--- src/rtl/sdac_pkg.sv ---
// Shared constants for the serial DAC input interface and its host
package sdac_pkg;
    localparam int SDAC_WORD_BITS = 16;
    localparam int SDAC_SEG_BITS = 4;
    localparam int SDAC_SEG_COUNT = 15;
    localparam int SDAC_LADDER_BITS = 12;
    localparam int SDAC_CNT_BITS = 5;
    localparam logic [15:0] SDAC_RESET_CODE = 16'h0000;
    localparam logic [15:0] SDAC_MIDSCALE_CODE = 16'h8000;
    // Host side serial clock divider: link clock max 25 MHz
    localparam int SDAC_MCLK_MHZ = 40;
    localparam int SDAC_SCLK_MAX_MHZ = 25;
    localparam int SDAC_HALF_DIV = (SDAC_MCLK_MHZ + 2 * SDAC_SCLK_MAX_MHZ - 1)
        / (2 * SDAC_SCLK_MAX_MHZ);
    localparam int SDAC_GAP_CYCLES = 2;
    typedef enum logic [2:0] {
        SDAC_IDLE = 3'b000,
        SDAC_SETUP = 3'b001,
        SDAC_LOW = 3'b010,
        SDAC_HIGH = 3'b011,
        SDAC_END = 3'b100,
        SDAC_STROBE = 3'b101,
        SDAC_GAP = 3'b110
    } sdac_host_state_type;
endpackage : sdac_pkg

--- src/rtl/sdac_link_if.sv ---
// Serial link between the host and the DAC input interface
`timescale 1ns/10ps
interface sdac_link_if;
    logic sclk;
    logic sdin;
    logic select_n;
    logic latch_update_n;
    modport host (output sclk, output sdin, output select_n, output latch_update_n);
    modport device (input sclk, input sdin, input select_n, input latch_update_n);
endinterface : sdac_link_if

--- src/rtl/sdac_host.sv ---
// Host end: sends one 16-bit word per request, optional update strobe
`timescale 1ns/10ps
module sdac_host
    import sdac_pkg::*;
#(
    parameter int WORD_BITS = SDAC_WORD_BITS
) (
    // Clock and reset
    input wire logic mclk,
    input wire logic reset_n,
    // Request
    input wire logic req_valid,
    output logic req_ready,
    input wire logic [WORD_BITS-1:0] req_word,
    input wire logic use_update,
    // Link
    sdac_link_if.host link
);
    sdac_host_state_type state;
    logic [WORD_BITS-1:0] shreg;
    logic [SDAC_CNT_BITS-1:0] bits_left;
    logic [3:0] div;
    logic strobe_mode;

    assign req_ready = (state == SDAC_IDLE);

    // ======================================================================
    // Frame sequencer; sclk is derived from mclk, at most 25 MHz
    // framed MSB-first, update held high except for a one-cycle low strobe after the frame when use_update is set
    always_ff @(posedge mclk or negedge reset_n) begin
        if (!reset_n) begin
            state <= SDAC_IDLE;
            shreg <= '0;
            bits_left <= '0;
            div <= '0;
            strobe_mode <= 1'b0;
            link.sclk <= 1'b0;
            link.sdin <= 1'b0;
            link.select_n <= 1'b1;
            link.latch_update_n <= 1'b1;
        end else begin
            case (state)
                SDAC_IDLE: begin
                    if (req_valid) begin
                        shreg <= req_word;
                        strobe_mode <= use_update;
                        bits_left <= SDAC_CNT_BITS'(WORD_BITS);
                        link.select_n <= 1'b0;
                        div <= '0;
                        state <= SDAC_SETUP;
                    end
                end
                SDAC_SETUP: begin
                    link.sdin <= shreg[WORD_BITS-1];
                    shreg <= {shreg[WORD_BITS-2:0], 1'b0};
                    state <= SDAC_LOW;
                end
                SDAC_LOW: begin
                    if (div == 4'(SDAC_HALF_DIV - 1)) begin
                        div <= '0;
                        link.sclk <= 1'b1;
                        bits_left <= bits_left - 1'b1;
                        state <= SDAC_HIGH;
                    end else begin
                        div <= div + 1'b1;
                    end
                end
                SDAC_HIGH: begin
                    if (div == 4'(SDAC_HALF_DIV - 1)) begin
                        div <= '0;
                        link.sclk <= 1'b0;
                        if (bits_left == '0) begin
                            state <= SDAC_END;
                        end else begin
                            link.sdin <= shreg[WORD_BITS-1];
                            shreg <= {shreg[WORD_BITS-2:0], 1'b0};
                            state <= SDAC_LOW;
                        end
                    end else begin
                        div <= div + 1'b1;
                    end
                end
                SDAC_END: begin
                    link.select_n <= 1'b1;
                    state <= strobe_mode ? SDAC_STROBE : SDAC_GAP;
                end
                SDAC_STROBE: begin
                    if (link.latch_update_n) begin
                        link.latch_update_n <= 1'b0;
                    end else begin
                        link.latch_update_n <= 1'b1;
                        state <= SDAC_GAP;
                    end
                end
                SDAC_GAP: begin
                    if (div == 4'(SDAC_GAP_CYCLES - 1)) begin
                        div <= '0;
                        state <= SDAC_IDLE;
                    end else begin
                        div <= div + 1'b1;
                    end
                end
                default: begin
                    state <= SDAC_IDLE;
                end
            endcase
        end
    end
endmodule : sdac_host

--- src/flat_wrapper.sv ---
// flat-port wrapper written by rule: the top's interface ports become plain ports
module sdac_host_flat import sdac_pkg::*;
#(
    parameter int WORD_BITS = SDAC_WORD_BITS
)
  (mclk, reset_n, req_valid, req_ready, req_word, use_update, link_sclk, link_sdin, link_select_n, link_latch_update_n);
  sdac_link_if link_i ();
  input wire logic mclk;
  input wire logic reset_n;
  input wire logic req_valid;
  output logic req_ready;
  input wire logic [WORD_BITS-1:0] req_word;
  input wire logic use_update;
  output wire logic [$bits(link_i.sclk)-1:0] link_sclk;
  output wire logic [$bits(link_i.sdin)-1:0] link_sdin;
  output wire logic [$bits(link_i.select_n)-1:0] link_select_n;
  output wire logic [$bits(link_i.latch_update_n)-1:0] link_latch_update_n;
  assign link_sclk = link_i.sclk;
  assign link_sdin = link_i.sdin;
  assign link_select_n = link_i.select_n;
  assign link_latch_update_n = link_i.latch_update_n;
  sdac_host #(.WORD_BITS(WORD_BITS)) u_core (.mclk(mclk), .reset_n(reset_n), .req_valid(req_valid), .req_ready(req_ready), .req_word(req_word), .use_update(use_update), .link(link_i));
endmodule
--- config.mk ---
export PLATFORM = sky130hd
export DESIGN_NAME = sdac_host_flat
export DESIGN_NICKNAME = d
export VERILOG_FILES = /design/src/rtl/sdac_pkg.sv /design/src/rtl/sdac_link_if.sv /design/src/rtl/sdac_host.sv /design/src/flat_wrapper.sv
export SDC_FILE = /design/constraint.sdc
export NUM_CORES = 1
export LEC_CHECK = 0
export BUFFER_PORTS_ARGS = -buffer_cell sky130_fd_sc_hd__buf_2
export CELL_PAD_IN_SITES_DETAIL_PLACEMENT = 0
export CELL_PAD_IN_SITES_GLOBAL_PLACEMENT = 1
export CORE_AREA = 2 2 65 67
export CTS_CLUSTER_SIZE = 28
export DETAILED_ROUTE_END_ITERATION = 6
export DIE_AREA = 0 0 67 69
export PLACE_DENSITY_LB_ADDON = 0.1
export REMOVE_ABC_BUFFERS = 1
export SKIP_LAST_GASP = 1
export SYNTH_ARGS = -nofsm -noshare
export SYNTH_HDL_FRONTEND = slang
export SYNTH_SLANG_ARGS = --single-unit
export TNS_END_PERCENT = 1
--- constraint.sdc ---
create_clock -name mclk -period 3.9 [get_ports mclk]
set_input_delay 0.78 -clock mclk [delete_from_list [all_inputs] [get_ports mclk]]
set_output_delay 0.78 -clock mclk [all_outputs]
set_load 0.005 [all_outputs]
; Yosys cells after proc, flatten, opt, wreduce, memory -nomap -nowiden
; Index checks and enable logic that the tools add are counted.
[word_totals]
reg_bits = 33
latch_bits = 0
ramBits = 0
romBits = 0
inputBits = 20
output_inout_bits = 5
n_memories = 0
[classes]
n_addsub = 2
multipliers = 0
n_div = 0
magnitude_cmp = 0
eq_ne = 13
shifts = 0
muxes = 28
n_bitwise = 0
reduce_logical = 18
[ops]
columns = op, count
row1 = $mux W16, 3
row2 = $pmux W16 S3, 1
row3 = $pmux W3 S7, 1
row4 = $mux W3, 6
row5 = $mux W4, 3
row6 = $pmux W4 S3, 1
row7 = $mux W5, 2
row8 = $pmux W5 S2, 1
row9 = $eq A3 B3 Y1 const B, 3
row10 = $reduce_and A3 Y1, 3
row11 = $reduce_bool A2 Y1, 4
row12 = $eq A3 B2 Y1 const B, 2
row13 = $mux W1, 6
row14 = $ne A2 B1 Y1 const B, 3
row15 = $ne A2 B2 Y1 const B, 3
row16 = $pmux W1 S2, 3
row17 = $reduce_and A2 Y1, 3
row18 = $reduce_bool A3 Y1, 2
row19 = $logic_not A5 Y1, 1
row20 = $reduce_and A5 Y1, 1
row21 = $sub A5 B1 Y5 const B, 1
row22 = $add A4 B1 Y4 const B, 1
row23 = $eq A4 B1 Y1 const B, 1
row24 = $logic_not A4 Y1, 1
row25 = 5 further kinds, 5

; Longest topological paths before layout
[depth]
depth_word = 4
ltp_mapped = 7
depth_no_buf = 6

; Least setup slack after synthesis
; No wires, ideal clock.
[synth_path]
kind = flip-flop to flip-flop
start = register u_core.div[0]
end = register u_core.shreg[10]
t_arrival_ps = 1927
required_ps = 3775
setup_slack_ps = 1848
path_stages_with_launch = 8
n_path_buf = 1
cell_sequence = dfrtp_1 inv_1 ha_1 nor3b_4 a21oi_4 a211oi_4 buf_12 mux2_4
[synth_between]
elab_chain_cells = 3
[synth_lines]
columns = element, line_no
row1 = start: declaration, sdac_host.sv:22  ; logic [3:0] div;
row2 = start signal: assignment, sdac_host.sv:65  ; div <= div + 1'b1;
row3 = start signal: assignment, sdac_host.sv:80  ; div <= div + 1'b1;
row4 = start signal: assignment, sdac_host.sv:100  ; div <= div + 1'b1;
row5 = $logic_not A4 Y1, sdac_host.sv:69  ; if (div == 4'(SDAC_HALF_DIV - 1)) begin
row6 = $ne A2 B1 Y1 (no source line), -
row7 = $reduce_and A4 Y1 (no source line), -
row8 = end signal: assignment, sdac_host.sv:45  ; shreg <= req_word;
row9 = end signal: assignment, sdac_host.sv:55  ; shreg <= {shreg[WORD_BITS-2:0], 1'b0};
row10 = end signal: assignment, sdac_host.sv:76  ; shreg <= {shreg[WORD_BITS-2:0], 1'b0};
row11 = end: declaration, sdac_host.sv:20  ; logic [WORD_BITS-1:0] shreg;
; No other way between the ends.
; A chain may end at the register's enable or synchronous reset.

; Worst setup path after layout
[layout_path]
start = register u_core.div[1]
end = register u_core.shreg[3]
; The elaborated chain is that of the path after synthesis.

==> metrics <==
status=finished clean; core area=3914 sq um; ys flop type=dfrtp_1; CP Data Arrival Time=2.75 ns; multi-input logic area=923.4 sq um; WP data required=4.07 ns; die area=4623 sq um; Leak=0.0009218 uW; largest family of logic cells by synthesized area=multiplexers; Die Ht=69 um; Cell Count, Final, Fillers Out=237; Setup CP Type=reg -> reg; cell row count=23; CP top delay family=compound AO/OA/AOI/OAI gates; Seq. cell area=828.3 sq um; global placement routability congestion=0.8020; cell accounting for the most synthesized area=dfrtp_1; Post-route DRC=0; Unique masters post-synth=38; sequential share of power=38.0%; critical path peak fanout=15; synthesized cell area=1834 sq um; post-synthesis mux area share=21.62%; Synth top cells by count=31 x dfrtp_1, 21 x mux2_2, 14 x o21ai_0, 13 x nand2_1, 10 x mux2_4; Final Max Tran Viols=0; pwr/cell area=825.9 nW/um^2; Post-synth ARST share=100.0%; Hold Slack=0.5086 ns; CTS Buffer Depth=2; critical path endpoint category=register; post-route ant nets=0; Adder-Cell Fraction of Synth Area=2.729%; Worst path max stage delay=0.85 ns; all-layer global routing usage=17.15%; WL/cell=14.42 um; Pre-Repair DR Iteration Count=4; Clock Power Share=14.4%; CP max-delay cell=a211oi_4; layout cell share with drive strength beyond 1=36.90%; f_max=386.7 MHz; Simple-Gate Fraction of Synth Area=12.01%; fin util=52.56%; synthesized area per cell=11.32 sq um; pin count of the biggest net entering global routing=34; CP bufs+invs=1; most frequent cell after synthesis=dfrtp_1; Setup Buffers After CTS=0; Synth top area share=42.29%; yosys warns=0; CTS tree=done; Detail Placement HPWL=2422 um; first-pass GRT wire length=6037 um; Post-CTS Resized=0; Sw Share=36.42%; Yosys reg bits=33; Inst Count DP=229; H-tree levels=2; Die X=67 um; Final setup viols=0; initial antenna violation count=0; Post-synth EDFFs=0; worst-path cell chain=inv_1, ha_1, nor3b_4, a21oi_4, a211oi_4, mux2_2; Post-Synthesis Cells=162; CTS root buf=clkbuf_8; Gate power share=47.6%; Max rail drop VDD=0.3196 mV; xor and xnor area share after synthesis=1.432%; Final #Nets=210; Pint=1080 uW; Compound-Gate Fraction of Synth Area=12.55%; clk sinks=33; layout filler cell count=391; post-synthesis sequential area ratio=45.16%; DRT Wirelength=3418 um; P&R area growth vs syn=12.14%; later-pin clock latency in the skew report=0.28 ns; Initial Util=46.87%; Tightest Hold Check Type=reg -> reg; Final Hold Viols=0; Slew HR=30.64%; total power=1699 uW; RSZ-0062 raised after global routing=no; Hold Buf Count CTS=0; Synth area leaders=dfrtp_1 42%, mux2_2 13%, mux2_4 8.2%; post-layout min period=2.586 ns; CP startpoint kind=register; Final Cycle Share=66.31%; slew of the pin with the lowest slew margin=1.026 ns; DR iter-0 viols=69; routed vias/inst=5.363; via count=1271; Inserted Clock Buffers=5; TNS Setup=0 ns; diode count=0; Worst-path clk slew=0.07 ns; NetSw=618.8 uW; # IOs=25; skew final=0.009774 ns; remaining global-route overflow=0; Max-cap violations=0; IO Port Bufs=24; vias in the first global route=1300
area by class of cell:
class                   count  share of cell area, %
multi-input cells         112                  44.89
flip-flops and latches     33                  40.27
repair buffers             25                  6.204
clock buffers               7                  3.710
well taps                  50                  3.041
inverters                   9                  1.642
clock inverters             1                 0.2433
logic make-up (layout without fill, tap and decap cells):
logic type	Yosys count	in the layout
AOI/OAI and AO/OA	32	32
xor gates and xnor gates	3	3
adders and majority gates	4	4
buffers and inverters	17	42
DFF	33	33
muxes	32	32
and+or+nand+nor	41	41
power by group through the flow:
stage	Sequential (uW)	Clock, uW	Combinational, uW
floorplan	644	0	628
global placement	642	0	796
detailed placement	647	0	822
CTS	646	253	821
global route	675	275	900
finish	645	245	809
final timing paths:
kind / slack [ns] / depth (start not counted) / end / from
min: 0.51 / 2 / u_core.link.sclk / u_core.link.sclk
max in group asynchronous: 2.87 / 1 / u_core.strobe_mode / reset_n
min in group asynchronous: 0.56 / 1 / u_core.bits_left[4] / reset_n
max reg2reg: 1.31 / 6 / u_core.shreg[3] / u_core.div[1]
min reg2reg: 0.51 / 2 / u_core.link.sclk / u_core.link.sclk
max: 1.31 / 6 / u_core.shreg[3] / u_core.div[1]
sequential cells by signal (all words and copies together) (netlist names), 3 cells and up:
signal            flops
u_core.div            4
u_core.state          3
u_core.shreg         16
u_core.bits_left      5
routing by layer:
metal / vias to the layer above / routed length (um) / global-route usage, %
li1: 631 / - / -
met1: 609 / 1503 / 21.71
met2: 26 / 1702 / 26.95
met3: 5 / 157 / 5.710
met4: 0 / 55 / 6.122
met5: - / 0 / 0
worst reg2reg max path, cell delays in order, from the launching register on:
cell	delay, ns
dfrtp_1	0.41
inv_1	0.10
ha_1	0.19
nor3b_4	0.38
a21oi_4	0.12
a211oi_4	0.85
mux2_2	0.42
layout by cell type (no fill, tap or decap), drive strengths merged, types with 2 or more instances in the layout:
master / instances
dfstp: 2
o21ai: 14
inv: 9
dfrtp: 31
xor2: 2
a21oi: 2
clkbuf: 7
a22oi: 2
nand2b: 2
a211oi: 2
o211ai: 2
nor3b: 4
nand2: 13
nor4b: 2
nor2: 8
o311ai: 2
buf: 25
nor3: 3
mux2: 31
ha: 4
nand3: 7
through the flow:
| step | worst slack (ns) | instance area [sq um] |
|---|---|---|
| detailed placement | 1.291 | 1976 |
| floorplan | 1.618 | 1785 |
| global route | 1.123 | 2057 |
| finish | 1.314 | 2057 |
| global placement | 1.396 | 1976 |
| CTS | 1.285 | 2057 |
Note: power is estimated with default switching activity, not from simulation.
